--- src/rtl/irq_flag_pkg.sv ---
// Purpose: shared constants for the peripheral event flag bank
// Assumes: one core clock, flags packed into one eight-bit flag register image
// Notes: bit positions follow the flag register layout
package irq_flag_pkg;
	localparam int FLAG_W = 8;
	localparam int BIT_WIDE_OVF = 0;
	localparam int BIT_PERIOD = 1;
	localparam int BIT_CAPCOMP = 2;
	localparam int BIT_TX_EMPTY = 4;
	localparam int BIT_SERIAL = 7;
	localparam logic [FLAG_W-1:0] FLAGS_RESET = 8'h10;
	localparam int WIDE_W = 16;
	localparam int NARROW_W = 8;

	typedef enum logic [1:0] {
		CC_OFF = 2'b00,
		CC_CAPTURE = 2'b01,
		CC_COMPARE = 2'b10,
		CC_PWM = 2'b11
	} capcomp_mode_e;

	typedef enum logic [1:0] {
		SER_SPI = 2'b00,
		SER_I2C_SLAVE = 2'b01,
		SER_I2C_MASTER = 2'b10,
		SER_DISABLED = 2'b11
	} serial_mode_e;
endpackage

--- src/rtl/sticky_flag.sv ---
// Purpose: one sticky event flag, set by hardware, cleared by software
// Assumes: set and clear are single-cycle strobes on ref_clk
// Notes: set wins over clear so an event in the clearing cycle survives
`timescale 1ns/100ps
module sticky_flag (
	// clock and reset
	input wire logic ref_clk,
	input wire logic rst_n,
	// strobes
	input wire logic set,
	input wire logic clear,
	// state
	output logic flag
);
	always_ff @(posedge ref_clk or negedge rst_n) begin
		if (!rst_n) begin
			flag <= 1'b0;
		end else if (set) begin
			flag <= 1'b1;
		end else if (clear) begin
			flag <= 1'b0;
		end
	end
endmodule

--- src/rtl/peripheral_irq_flag_bank.sv ---
// Purpose: gathers sticky peripheral event flags and the transmit-buffer status flag into one flag register image
// Assumes: event strobes are one-cycle pulses from logic on ref_clk
// Notes: no bus; firmware clears flags through the clear_mask strobe
// Notes on behaviour
// - transmit-buffer flag reads 0 while the buffer is full, 1 when empty
// - serial-port flag is bit 7, sticky; firmware clears it before leaving service
// - spi or i2c slave/master: byte transfer done sets the serial-port flag
// - i2c master: finished start, restart, stop or acknowledge sets the serial flag
// - multimaster: start or stop seen while serial unit idle sets the flag
// - capture/compare flag is bit 2 and is never set in pwm mode
// - capture mode: timer capture sets the capture/compare flag, sticky until cleared
// - compare mode: wide timer equal to compare value sets the flag, sticky
// - bit 1 set when narrow timer matches its period, sticky until cleared
// - bit 0 set on wide timer overflow, sticky until cleared
`timescale 1ns/100ps
module peripheral_irq_flag_bank (
	// clock and reset
	input wire logic ref_clk,
	input wire logic rst_n,
	// modes
	input wire irq_flag_pkg::serial_mode_e serial_mode,
	input wire irq_flag_pkg::capcomp_mode_e capcomp_mode,
	input wire logic multimaster_en,
	// serial events
	input wire logic tx_buffer_full,
	input wire logic serial_xfer_done,
	input wire logic bus_seq_done,
	input wire logic bus_start_seen,
	input wire logic bus_stop_seen,
	input wire logic serial_busy,
	// capture/compare and timers
	input wire logic capture_strobe,
	input wire logic [irq_flag_pkg::WIDE_W-1:0] wide_timer,
	input wire logic [irq_flag_pkg::WIDE_W-1:0] compare_value,
	input wire logic [irq_flag_pkg::NARROW_W-1:0] narrow_timer,
	input wire logic [irq_flag_pkg::NARROW_W-1:0] narrow_timer_period,
	input wire logic wide_timer_overflow,
	// firmware clear, one bit per flag, one-cycle strobe
	input wire logic [irq_flag_pkg::FLAG_W-1:0] clear_mask,
	// flag image
	output logic [irq_flag_pkg::FLAG_W-1:0] flags
);
	import irq_flag_pkg::*;

	// number of image positions that carry a flag, sticky or status
	localparam int FLAG_COUNT = 5;

	// one-hot position of a flag inside the image; out of range gives none
	function automatic logic [FLAG_W-1:0] bit_of(input int pos);
		logic [FLAG_W-1:0] one_hot;
		one_hot = '0;
		if (pos >= 0 && pos < FLAG_W) begin
			one_hot[pos] = 1'b1;
		end
		return one_hot;
	endfunction

	// a held equality counts once: only the cycle in which it begins is an event
	function automatic logic entered_match(input logic now_hit, input logic was_hit);
		return now_hit && !was_hit;
	endfunction

	localparam int POSITIONS [FLAG_COUNT] = '{BIT_SERIAL, BIT_TX_EMPTY, BIT_CAPCOMP, BIT_PERIOD, BIT_WIDE_OVF};

	localparam logic [FLAG_W-1:0] SERIAL_BIT = bit_of(BIT_SERIAL);
	localparam logic [FLAG_W-1:0] TX_EMPTY_BIT = bit_of(BIT_TX_EMPTY);
	localparam logic [FLAG_W-1:0] CAPCOMP_BIT = bit_of(BIT_CAPCOMP);
	localparam logic [FLAG_W-1:0] PERIOD_BIT = bit_of(BIT_PERIOD);
	localparam logic [FLAG_W-1:0] WIDE_OVF_BIT = bit_of(BIT_WIDE_OVF);
	// bit 4 follows the buffer live, so it stays out of the sticky set
	localparam logic [FLAG_W-1:0] STICKY_MASK = SERIAL_BIT | CAPCOMP_BIT | PERIOD_BIT | WIDE_OVF_BIT;
	localparam logic [FLAG_W-1:0] USED_MASK = STICKY_MASK | TX_EMPTY_BIT;

	// refuse layouts and widths that the logic cannot serve
	if (WIDE_W < 1 || NARROW_W < 1) begin : g_bad_timer_width
		$error("timer widths must be positive");
	end
	if (FLAG_W < FLAG_COUNT) begin : g_bad_image_width
		$error("flag image too narrow for its flags");
	end
	// every flag must land inside the image
	for (genvar k = 0; k < FLAG_COUNT; k++) begin : g_position_check
		if (POSITIONS[k] < 0 || POSITIONS[k] >= FLAG_W) begin : g_bad_position
			$error("flag position outside the image");
		end
	end
	if ($countones(USED_MASK) != FLAG_COUNT) begin : g_bad_overlap
		$error("two flags share one image bit");
	end
	// the reset image must agree with the reset value of the status flag
	if (FLAGS_RESET != TX_EMPTY_BIT) begin : g_bad_reset
		$error("reset image must show only an empty transmit buffer");
	end

	// strobes, matches and flag state
	logic serial_set;
	logic capcomp_set;
	logic period_set;
	logic ovf_set;
	logic compare_hit;
	logic period_hit;
	logic compare_hit_q;
	logic period_hit_q;
	logic [FLAG_W-1:0] set_vec;
	logic [FLAG_W-1:0] sticky_vec;
	logic [FLAG_W-1:0] next_flags;
	logic serial_port_event_flag;
	logic capcomp_event_flag;
	logic period_match_flag;
	logic wide_timer_overflow_flag;
	logic tx_buffer_empty_flag;

	// equality is seen combinationally; the edge is taken against last cycle
	assign compare_hit = (wide_timer == compare_value);
	assign period_hit = (narrow_timer == narrow_timer_period);

	// level matches become one event per entry into the match, so a held
	// equality cannot raise again a flag that firmware has just cleared
	always_ff @(posedge ref_clk or negedge rst_n) begin
		if (!rst_n) begin
			compare_hit_q <= 1'b0;
		end else begin
			compare_hit_q <= compare_hit;
		end
	end

	always_ff @(posedge ref_clk or negedge rst_n) begin
		if (!rst_n) begin
			period_hit_q <= 1'b0;
		end else begin
			period_hit_q <= period_hit;
		end
	end

	// any one of the three causes raises the serial-port flag
	always_comb begin
		serial_set = 1'b0;
		if (serial_mode != SER_DISABLED && serial_xfer_done) begin
			serial_set = 1'b1;
		end
		if (serial_mode == SER_I2C_MASTER && bus_seq_done) begin
			serial_set = 1'b1;
		end
		if (multimaster_en && !serial_busy && (bus_start_seen || bus_stop_seen)) begin
			serial_set = 1'b1;
		end
	end

	// off and pwm leave the flag alone; a flag raised before a switch to pwm stays
	always_comb begin
		case (capcomp_mode)
			CC_CAPTURE: capcomp_set = capture_strobe;
			CC_COMPARE: capcomp_set = entered_match(compare_hit, compare_hit_q);
			default: capcomp_set = 1'b0;
		endcase
	end

	// the period match counts once per entry as well
	assign period_set = entered_match(period_hit, period_hit_q);
	// the overflow arrives as a strobe already, so it needs no edge detect
	assign ovf_set = wide_timer_overflow;

	// gather the set strobes into image positions
	always_comb begin
		set_vec = '0;
		set_vec[BIT_SERIAL] = serial_set;
		set_vec[BIT_CAPCOMP] = capcomp_set;
		set_vec[BIT_PERIOD] = period_set;
		set_vec[BIT_WIDE_OVF] = ovf_set;
	end

	// one sticky cell per sticky position; every other position reads 0
	// inside the cell a set beats a clear of the same cycle
	for (genvar i = 0; i < FLAG_W; i++) begin : g_flag
		if (STICKY_MASK[i]) begin : g_sticky
			sticky_flag u_sticky_flag (
				.ref_clk(ref_clk),
				.rst_n(rst_n),
				.set(set_vec[i]),
				.clear(clear_mask[i]),
				.flag(sticky_vec[i])
			);
		end else begin : g_plain
			assign sticky_vec[i] = 1'b0;
		end
	end

	assign serial_port_event_flag = sticky_vec[BIT_SERIAL];
	assign capcomp_event_flag = sticky_vec[BIT_CAPCOMP];
	assign period_match_flag = sticky_vec[BIT_PERIOD];
	assign wide_timer_overflow_flag = sticky_vec[BIT_WIDE_OVF];

	// status flag, not sticky: follows the buffer state,
	// so it needs no clear and ignores its clear_mask bit
	always_ff @(posedge ref_clk or negedge rst_n) begin
		if (!rst_n) begin
			tx_buffer_empty_flag <= 1'b1;
		end else begin
			tx_buffer_empty_flag <= !tx_buffer_full;
		end
	end

	// image assembled bit by bit; positions without a flag read 0
	always_comb begin
		next_flags = '0;
		next_flags[BIT_SERIAL] = serial_port_event_flag;
		next_flags[BIT_TX_EMPTY] = tx_buffer_empty_flag;
		next_flags[BIT_CAPCOMP] = capcomp_event_flag;
		next_flags[BIT_PERIOD] = period_match_flag;
		next_flags[BIT_WIDE_OVF] = wide_timer_overflow_flag;
	end

	// output image registered so every port comes from a flip-flop;
	// costs one cycle of latency behind the flags
	always_ff @(posedge ref_clk or negedge rst_n) begin
		if (!rst_n) begin
			flags <= FLAGS_RESET;
		end else begin
			flags <= next_flags;
		end
	end
endmodule

--- config.mk ---
export PLATFORM = sky130hd
export DESIGN_NAME = peripheral_irq_flag_bank
export DESIGN_NICKNAME = d
export VERILOG_FILES = /design/src/rtl/irq_flag_pkg.sv /design/src/rtl/sticky_flag.sv /design/src/rtl/peripheral_irq_flag_bank.sv
export SDC_FILE = /design/constraint.sdc
export NUM_CORES = 1
export LEC_CHECK = 0
export ABC_AREA = 1
export BUFFER_PORTS_ARGS = -buffer_cell sky130_fd_sc_hd__buf_4
export CAP_MARGIN = 20
export CORE_UTILIZATION = 37
export DETAILED_ROUTE_END_ITERATION = 12
export GPL_ROUTABILITY_DRIVEN = 0
export PLACE_DENSITY = 0.78
export SLEW_MARGIN = 5
export SYNTH_ARGS = -nofsm -noshare
export SYNTH_HDL_FRONTEND = slang
export SYNTH_HIERARCHICAL = 1
export SYNTH_SLANG_ARGS = --single-unit
--- constraint.sdc ---
create_clock -name ref_clk -period 1.1 [get_ports ref_clk]
set_input_delay 0.055 -clock ref_clk [delete_from_list [all_inputs] [get_ports ref_clk]]
set_output_delay 0.055 -clock ref_clk [all_outputs]
set_load 0.01 [all_outputs]
==> results of run 1 <==
[through the flow]
step / hold WS (ns) / cell area [um^2] / power, mW / cells / util (%)
5_1_grt: 0.0295 / 1560 / 1.29 / 260 / 68.7
2_1_floorplan: -0.241 / 922 / 0.623 / 154 / -
6_report: 0.00818 / 1560 / 1.20 / 260 / 68.7
3_3_place_gp: -0.104 / 1470 / 0.842 / 250 / 64.5
3_5_place_dp: -0.104 / 1470 / 0.850 / 250 / 64.5
4_1_cts: 0.00202 / 1560 / 1.22 / 260 / 68.7
[power groups by stage]
stage,Sequential (mW),Clock (mW),Combinational (mW)
after floorplan,0.486,0,0.136
after global placement,0.480,0,0.362
after detailed placement,0.481,0,0.368
after CTS,0.473,0.359,0.387
after global routing,0.475,0.380,0.436
final,0.473,0.346,0.382
[sequential cells by signal, indices dropped and copies added, names as in the netlist]
register and flops:
period_hit_q 1, g_flag.g_sticky.u_sticky_flag/flag 4, flags 5, compare_hit_q 1, tx_buffer_empty_flag 1
[cell families (layout without fill, tap and decap cells)]
family / count (synthesis) / count (layout) / share of synthesized area (%)
AOI/OAI and AO/OA: 3 / 3 / 2.05
xor gates and xnor gates: 8 / 8 / 7.66
adders and majority gates: 2 / 2 / 2.74
buffers and inverters: 45 / 123 / 19.7
DFF: 12 / 12 / 33.1
other: 1 / 3 / 0.410
and+or+nand+nor: 81 / 81 / 34.3
[cell type report]
type                    count  area [um^2]  share of cell area (%)
repair buffers             77          593                    37.9
multi-input cells          97          439                    28.1
flip-flops and latches     12          303                    19.4
inverters                  42          158                    10.1
clock buffers               4         36.3                    2.32
well taps                  28         35.0                    2.24
[synth_stat cells, drive strengths merged]
master	instances	area share, %
nand2	52	21
inv	42	17
nor2	23	9.4
dfrtp	10	27
xor2	7	6.7
buf	3	2.5
nand3	3	1.6
a21oi	2	1.1
dfstp	2	5.7
ha	2	2.7
conb	1	0.41
nor3	1	0.55
nor4	1	0.68
o32ai	1	0.96
or2	1	0.68
xnor2	1	0.96
[worst min-delay path, delay by kind of cell]
kind                   cells  cell delay [ns]
buffers and inverters      2             0.10
and+or+nand+nor            2             0.09
[cell usage in the layout, fill, tap and decap left out]
cell	count
dfstp_2	2
clkbuf_4	3
a21oi_1	2
conb_1	3
ha_1	2
nor4_1	1
dlygate4sd3_1	6
xnor2_1	1
nor2_1	23
dfrtp_1	10
nor3_1	1
o32ai_1	1
nand2_1	52
inv_1	42
or2_2	1
nand3_1	3
buf_4	71
xor2_1	7
clkbuf_8	1
[final timing paths]
kind	start	end	slack (ns)	cells after the start
setup / recovery	flags[4]$_DFF_PN1_	flags[4]	0.15	1
hold / removal	clear_mask[7]	g_flag[7].g_sticky.u_sticky_flag/flag$_DFFE_PN0P_	0.008	4
setup reg to reg	compare_hit_q$_DFF_PN0_	g_flag[2].g_sticky.u_sticky_flag/flag$_DFFE_PN0P_	0.27	5
hold reg to reg	tx_buffer_empty_flag$_DFF_PN1_	flags[4]$_DFF_PN1_	0.37	0
max in group asynchronous	rst_n	flags[4]$_DFF_PN1_	0.73	2
min in group asynchronous	rst_n	period_hit_q$_DFF_PN0_	0.14	2
[per-layer routing]
metal  vias to the layer above  wire (um)  GRT usage, %
met3                         3        119          2.63
met4                         0         23          8.11
met2                        37        945          28.4
met1                       409        777          16.6
li1                        578          -             -
met5                         -          0             0
==> flow_summary_export.csv, run 1 <==
group,metric,value,unit
outcome,status,"finished clean",
route,totalWireLength,1.87,mm
synth,yosys_warnings,6,
synth,synthCells,152,
worst_setup_path,setup.worst_path.class,"reg2out",
power_and_ir_drop,leakage,1.02,nW
timing,min_period_over_period,86.1,%
power_and_ir_drop,p_sw,296,uW
global_route,grt_max_degree,13,
timing,hold_viol,0,
worst_setup_path,critical_path_buf_inv_count,1,
cts,clock-sinks,12,
synth,ys_types,16,
worst_setup_path,cp_max_fo,1,
worst_setup_path,cpMaxStageDelayCell,"dfstp_2",
floorplan,ios,79,
power_and_ir_drop,power_frac_comb,31.8,%
floorplan,die-width,51.7,um
floorplan,fp-row-count,17,
global_route,track_usage,15.4,%
route,vias,1027,
floorplan,core,2280,um^2
global_route,grt_pass1_wl,3.07,mm
worst_setup_path,critPathArrivalTime,0.89,ns
cts,cts_buffer_depth,2,
placed_design,post-place-ws,0.149,ns
synth,synth_area,915,um^2
power_and_ir_drop,swShare,24.7,%
route,detail-route-antenna-nets,0,
cts,cts-hold-fix-buffers,6,
cts,clk_latency,0.28,ns
final_layout,diodes,0,
floorplan,dieArea,2670,um^2
final_layout,fillCellCount,216,
timing,setup_ws,0.153,ns
floorplan,start_util,40.2,%
power_and_ir_drop,ir_drop,602,uV
timing,layout_min_cycle_time,0.947,ns
timing,fin_tns_setup,0,ns
route,drc,0,
timing,fmax,1060,MHz
synth,seq_area_frac_synth,33.1,%
placed_design,port_buffers,71,
timing,setup_viol,0,
worst_setup_path,crit_path_max_incr_delay,0.52,ns
global_route,overflow,0,
cts,cts_tree,"built",
final_layout,drive_above_1_share,33.6,%
timing,slew_violations,0,
synth,synth_seq_cells,12,
timing,rsz0062_at_grt,"no",
hold_path,hp-class,"in2reg",
cts,cts_buffers,3,
power_and_ir_drop,seqPwrFrac,39.4,%
final_layout,synthToLayoutAreaGrowth,71.0,%
global_route,antenna_found_initial,0,
run,maxCapViolCount,0,
placed_design,dp_hpwl,1.60,mm
final_layout,nNetsFinal,306,
floorplan,die-height,51.7,um
cts,cts_resized,0,
cts,cts_setup_buffers,0,
worst_setup_path,critPathTopFamily,"flip-flops",
cts,clk_pin_slew_worst_paths,0.07,ns
worst_setup_path,crit_path_end_kind,"output port",
global_route,first_global_vias,843,
power_and_ir_drop,powerDensity,768,nW/um^2
cts,root_buffer,"clkbuf_4",
power_and_ir_drop,intPower,905,uW
worst_setup_path,crit_chain,"buf_4",
worst_setup_path,cp.required,1.04,ns
timing,finClkSkew,0.00525,ns
route,drt_iter0_markers,11,
route,drt-pass1-iter-count,4,
route,routed_via_density,3.95,
route,wl_per_cell,7.18,um
synth,avgSynthCellArea,6.02,um^2
cts,htree_levels,1,
power_and_ir_drop,pwr-share-clk,28.8,%
worst_setup_path,cp-start-kind,"flip-flop",
Note: power is estimated with default switching activity, not from simulation.
==> run 2: changes to the inputs <==
--- a/config.mk
+++ b/config.mk
@@ -11,7 +11,7 @@
 export CORE_UTILIZATION = 37
 export DETAILED_ROUTE_END_ITERATION = 12
 export GPL_ROUTABILITY_DRIVEN = 0
-export PLACE_DENSITY = 0.78
+export PLACE_DENSITY_LB_ADDON = 0.05
 export SLEW_MARGIN = 5
 export SYNTH_ARGS = -nofsm -noshare
 export SYNTH_HDL_FRONTEND = slang
==> run 2 against run 1 <==
Against the previous run:
- flip-flop and latch count did not move
- clock power fell by 3%
- hold slack got worse by 0.0020 ns
- core utilization fell by 1.3 points
- power fell by 1.2%
- largest cell class unchanged
- setup slack improved by 0.0050 ns
- via count rose by 3.5%
==> flow_summary_export.csv, run 2 (same netlist as run 1, synthesis figures left out) <==
group,metric,value,unit
final_layout,synthToLayoutAreaGrowth,67.7,%
placed_design,post-place-ws,0.146,ns
cts,cts_tree,"built",
worst_setup_path,critical_path_buf_inv_count,1,
cts,clk_pin_slew_worst_paths,0.07,ns
cts,cts_buffers,3,
worst_setup_path,critPathArrivalTime,0.89,ns
timing,finClkSkew,0.00117,ns
final_layout,largest_register_ffs,5,
floorplan,ios,79,
floorplan,die-height,51.7,um
global_route,first_global_vias,1012,
global_route,grt_pass1_wl,3.46,mm
worst_setup_path,r2r_end,"g_flag[2].g_sticky.u_sticky_flag/flag$_DFFE_PN0P_",
final_layout,diodes,0,
timing,slew_violations,0,
power_and_ir_drop,ir_drop,528,uV
worst_setup_path,setup.worst_path.class,"reg2out",
route,wl_per_cell,7.70,um
global_route,antenna_found_initial,0,
power_and_ir_drop,total_power,1.19,mW
timing,layout_min_cycle_time,0.942,ns
global_route,overflow,0,
worst_setup_path,r2r_start,"compare_hit_q$_DFF_PN0_",
worst_setup_path,crit_path_max_incr_delay,0.52,ns
route,drt_iter0_markers,4,
final_layout,nNetsFinal,303,
worst_setup_path,r2r_slack,0.27,ns
cts,clock-sinks,12,
floorplan,fp-row-count,17,
timing,setup_viol,0,
worst_setup_path,cp-start-kind,"flip-flop",
worst_setup_path,cp_max_fo,1,
route,vias,1063,
placed_design,dpl-instance-area,1470,um^2
final_layout,instances_no_fill,257,
placed_design,port_buffers,71,
floorplan,core,2280,um^2
timing,min_period_over_period,85.6,%
cts,root_buffer,"clkbuf_4",
route,detail-route-antenna-nets,0,
final_layout,top_regs,"flags (5), g_flag.g_sticky.u_sticky_flag/flag (4)",
placed_design,dp_hpwl,1.77,mm
power_and_ir_drop,leakage,1.00,nW
global_route,grt_max_degree,13,
power_and_ir_drop,seqPwrFrac,39.8,%
worst_setup_path,cp.required,1.04,ns
timing,fin_tns_setup,0,ns
final_layout,largest-register,"flags",
route,drt-pass1-iter-count,4,
hold_path,worstHoldPathCells,4,
hold_path,min_to,"g_flag[1].g_sticky.u_sticky_flag/flag$_DFFE_PN0P_",
final_layout,finalInstanceArea,1530,um^2
route,routed_via_density,4.14,
power_and_ir_drop,swShare,24.4,%
worst_setup_path,critPathTopFamily,"flip-flops",
timing,setup_ws,0.158,ns
hold_path,hp-class,"in2reg",
final_layout,final_common_cell,"buf_4",
global_route,track_usage,16.9,%
floorplan,start_util,40.2,%
cts,cts_resized,0,
power_and_ir_drop,p_sw,289,uW
worst_setup_path,r2r_cells,5,
route,totalWireLength,1.98,mm
placed_design,dpl.cell_count,250,
floorplan,die-width,51.7,um
final_layout,drive_above_1_share,34.1,%
cts,htree_levels,1,
power_and_ir_drop,intPower,898,uW
timing,hold_viol,0,
run,maxCapViolCount,0,
final_layout,layout_common_cells,"71 x buf_4, 52 x nand2_1, 42 x inv_1",
power_and_ir_drop,pwr-share-clk,28.2,%
timing,fmax,1060,MHz
power_and_ir_drop,powerDensity,774,nW/um^2
worst_setup_path,cpMaxStageDelayCell,"dfstp_2",
route,drc,0,
timing,rsz0062_at_grt,"no",
power_and_ir_drop,power_frac_comb,31.9,%
outcome,status,"finished clean",
cts,clk_latency,0.26,ns
worst_setup_path,crit_chain,"buf_4",
floorplan,dieArea,2670,um^2
hold_path,hold_start,"clear_mask[1]",
worst_setup_path,crit_path_end_kind,"output port",
cts,cts_buffer_depth,2,
[run 2: power by group through the flow]
stage	sequential [mW]	clock, mW	combinational [mW]
detailed placement	0.482	0	0.374
global route	0.475	0.374	0.430
CTS	0.473	0.346	0.385
floorplan	0.486	0	0.136
global placement	0.480	0	0.358
finish	0.473	0.335	0.379
[run 2: worst min-delay path, cell delays in order]
cell	delay [ns]
buf_4	0.07
inv_1	0.03
nand2_1	0.04
nand2_1	0.04
[run 2: worst max-delay path by stage]
stage	slack (ns)	end	startpoint	cells past startpoint
after floorplan	0.33	g_flag[2].g_sticky.u_sticky_flag/flag$_DFFE_PN0P_	compare_hit_q$_DFF_PN0_	5
after global placement	0.17	g_flag[2].g_sticky.u_sticky_flag/flag$_DFFE_PN0P_	compare_value[13]	10
after detailed placement	0.15	g_flag[2].g_sticky.u_sticky_flag/flag$_DFFE_PN0P_	compare_value[13]	10
after CTS	0.15	flags[4]	flags[4]$_DFF_PN1_	1
after global routing	0.13	flags[4]	flags[4]$_DFF_PN1_	1
final	0.16	flags[4]	flags[4]$_DFF_PN1_	1
[run 2: through the flow]
| stage | utilization [%] | hold WS [ns] |
|---|---|---|
| 3_3_place_gp | 64.5 | -0.102 |
| 4_1_cts | 67.4 | 0.00421 |
| 6_report | 67.4 | 0.00616 |
| 5_1_grt | 67.4 | 0.0201 |
| 3_5_place_dp | 64.5 | -0.102 |
| 2_1_floorplan | - | -0.241 |
[run 2: cell type report]
cell class / instances / area [um^2]
Clock buffer: 4 / 36.3
Tap cell: 28 / 35.0
Inverter: 42 / 158
Multi-Input combinational cell: 97 / 439
Sequential cell: 12 / 303
Timing Repair Buffer: 74 / 563
Fill cell: 218 / 742
[run 2: repair_timing]
item                      4_1_cts  5_1_grt
setup buffers                   0        0
hold buffers                    3        0
hold endpoints to repair       14        0
[run 2: per-layer routing]
layer / track usage (%) / vias to the layer above / share of wire (%)
met5: 0 / - / 0
met4: 4.05 / 0 / 0.71
met3: 3.51 / 2 / 8.6
met2: 34.0 / 49 / 53
li1: - / 576 / -
met1: 17.2 / 436 / 38
==> run 3: changes to the inputs <==
--- a/config.mk
+++ b/config.mk
@@ -6,9 +6,10 @@
 export NUM_CORES = 1
 export LEC_CHECK = 0
 export ABC_AREA = 1
+export ABC_CLOCK_PERIOD_IN_PS = 1150
 export BUFFER_PORTS_ARGS = -buffer_cell sky130_fd_sc_hd__buf_4
 export CAP_MARGIN = 20
-export CORE_UTILIZATION = 37
+export CORE_UTILIZATION = 40
 export DETAILED_ROUTE_END_ITERATION = 12
 export GPL_ROUTABILITY_DRIVEN = 0
 export PLACE_DENSITY_LB_ADDON = 0.05
==> constraint.sdc (replaced) <==
create_clock -name ref_clk -period 1.15 [get_ports ref_clk]
set_input_delay 0.0575 -clock ref_clk [delete_from_list [all_inputs] [get_ports ref_clk]]
set_output_delay 0.0575 -clock ref_clk [all_outputs]
set_load 0.01 [all_outputs]
==> run 3 against run 2 <==
Against the previous run:
- sequential share of layout area is essentially flat
- first-iteration DRC count grew to 3.5 times the previous value
- critical endpoint unchanged
- final cell count is the same
- global-route usage grew 3.1 points
- clock power shrank 18%
==> flow_summary_export.csv, run 3 (same netlist as run 1, synthesis figures left out) <==
group,metric,value,unit
timing,min_period_over_period,83.5,%
timing,fmax,1040,MHz
worst_setup_path,cpMaxStageDelayCell,"dfstp_2",
timing,rsz0062_at_grt,"no",
placed_design,dp_hpwl,1.85,mm
cts,cts_resized,0,
outcome,status,"finished clean",
worst_setup_path,crit_path_max_incr_delay,0.52,ns
global_route,track_usage,19.9,%
route,vias,1086,
timing,layout_min_cycle_time,0.960,ns
floorplan,core,2060,um^2
hold_path,hp-class,"in2reg",
timing,fin_tns_setup,0,ns
placed_design,post-place-ws,0.182,ns
global_route,grt_pass1_wl,3.84,mm
final_layout,synthToLayoutAreaGrowth,67.6,%
power_and_ir_drop,ir_drop,500,uV
route,detail-route-antenna-nets,0,
route,drc,0,
cts,clock-sinks,12,
global_route,grt_max_degree,13,
timing,finClkSkew,0.00387,ns
floorplan,die-width,49.8,um
cts,htree_levels,1,
worst_setup_path,critical_path_buf_inv_count,1,
route,wl_per_cell,8.26,um
floorplan,die-height,49.8,um
cts,clk_latency,0.28,ns
final_layout,largest-register,"flags",
final_layout,top_regs,"flags (5), g_flag.g_sticky.u_sticky_flag/flag (4)",
worst_setup_path,setup.worst_path.class,"reg2out",
final_layout,diodes,0,
global_route,antenna_found_initial,0,
cts,cts_buffer_depth,2,
final_layout,nNetsFinal,304,
worst_setup_path,critPathArrivalTime,0.90,ns
final_layout,final_common_cell,"buf_4",
floorplan,ios,79,
worst_setup_path,critPathTopFamily,"flip-flops",
worst_setup_path,cp_max_fo,1,
cts,cts_buffers,3,
power_and_ir_drop,powerDensity,714,nW/um^2
route,routed_via_density,4.23,
timing,slew_violations,0,
final_layout,drive_above_1_share,33.5,%
timing,setup_viol,0,
cts,cts_tree,"built",
timing,hold_viol,0,
route,drt-pass1-iter-count,4,
cts,root_buffer,"clkbuf_4",
placed_design,port_buffers,71,
global_route,overflow,0,
global_route,first_global_vias,1036,
worst_setup_path,cp.required,1.09,ns
worst_setup_path,crit_chain,"buf_4",
power_and_ir_drop,leakage,1.00,nW
cts,clk_pin_slew_worst_paths,0.07,ns
final_layout,layout_common_cells,"71 x buf_4, 52 x nand2_1, 42 x inv_1",
timing,setup_ws,0.190,ns
floorplan,start_util,44.4,%
run,maxCapViolCount,0,
final_layout,largest_register_ffs,5,
final_layout,fillCellCount,174,
floorplan,fp-row-count,16,
worst_setup_path,cp-start-kind,"flip-flop",
route,drt_iter0_markers,14,
route,totalWireLength,2.12,mm
floorplan,dieArea,2480,um^2
worst_setup_path,crit_path_end_kind,"output port",
## run 3: what timing repair did
action                    4_1_cts  5_1_grt
hold buffers                    4        0
hold endpoints to repair       15        0
buffers inserted                0        0
## run 3: layer usage
metal | track usage (%) | part of all wire (%)
met5 | 0 | 0
met3 | 5.25 | 8.3
met1 | 18.8 | 36
met2 | 39.9 | 53
met4 | 7.14 | 2.2
## run 3: report_power, final
group	total [mW]	leakage, nW	switching (mW)	internal [mW]
Clock	0.274	0.0150	0.140	0.135
Combinational	0.366	0.842	0.142	0.224
Sequential	0.453	0.146	0.00787	0.445
Total	1.09	1.00	0.290	0.804
## run 3: layout make-up
cell class                      count  area [um^2]  area share (%)
Multi-Input combinational cell     97          439            28.7
Inverter                           42          158            10.3
Tap cell                           27         33.8            2.20
Clock buffer                        4         26.3            1.71
Sequential cell                    12          303            19.8
Timing Repair Buffer               75          573            37.4
## run 3: per-stage QoR
| step | hold slack, ns | power (mW) | std cells | cell area [um^2] | util [%] |
|---|---|---|---|---|---|
| 3_3_place_gp | -0.102 | 0.801 | 249 | 1470 | 71.1 |
| 5_1_grt | 0.0213 | 1.17 | 257 | 1530 | 74.3 |
| 2_1_floorplan | -0.238 | 0.596 | 154 | 922 | - |
| 4_1_cts | 0.00111 | 1.11 | 257 | 1530 | 74.3 |
| 3_5_place_dp | -0.0987 | 0.820 | 249 | 1470 | 71.1 |
| 6_report | 0.00956 | 1.09 | 257 | 1530 | 74.3 |
## run 3: path summary, 6_finish.rpt
| kind | start | endpoint | slack (ns) | cells after the start |
|---|---|---|---|---|
| worst max-delay path | flags[4]$_DFF_PN1_ | flags[4] | 0.19 | 1 |
| worst min-delay path | clear_mask[0] | g_flag[0].g_sticky.u_sticky_flag/flag$_DFFE_PN0P_ | 0.01 | 4 |
| worst max register to register | compare_hit_q$_DFF_PN0_ | g_flag[2].g_sticky.u_sticky_flag/flag$_DFFE_PN0P_ | 0.31 | 5 |
| worst min register to register | tx_buffer_empty_flag$_DFF_PN1_ | flags[4]$_DFF_PN1_ | 0.36 | 0 |
| max in group asynchronous | rst_n | flags[4]$_DFF_PN1_ | 0.78 | 2 |
| min in group asynchronous | rst_n | g_flag[2].g_sticky.u_sticky_flag/flag$_DFFE_PN0P_ | 0.15 | 2 |
## run 3: worst register-to-register path: stages, from the launching register on
cell and delay [ns]:
dfrtp_1 0.36, nor2_1 0.10, nand3_1 0.08, a21oi_1 0.14, inv_1 0.05, nand2_1 0.06
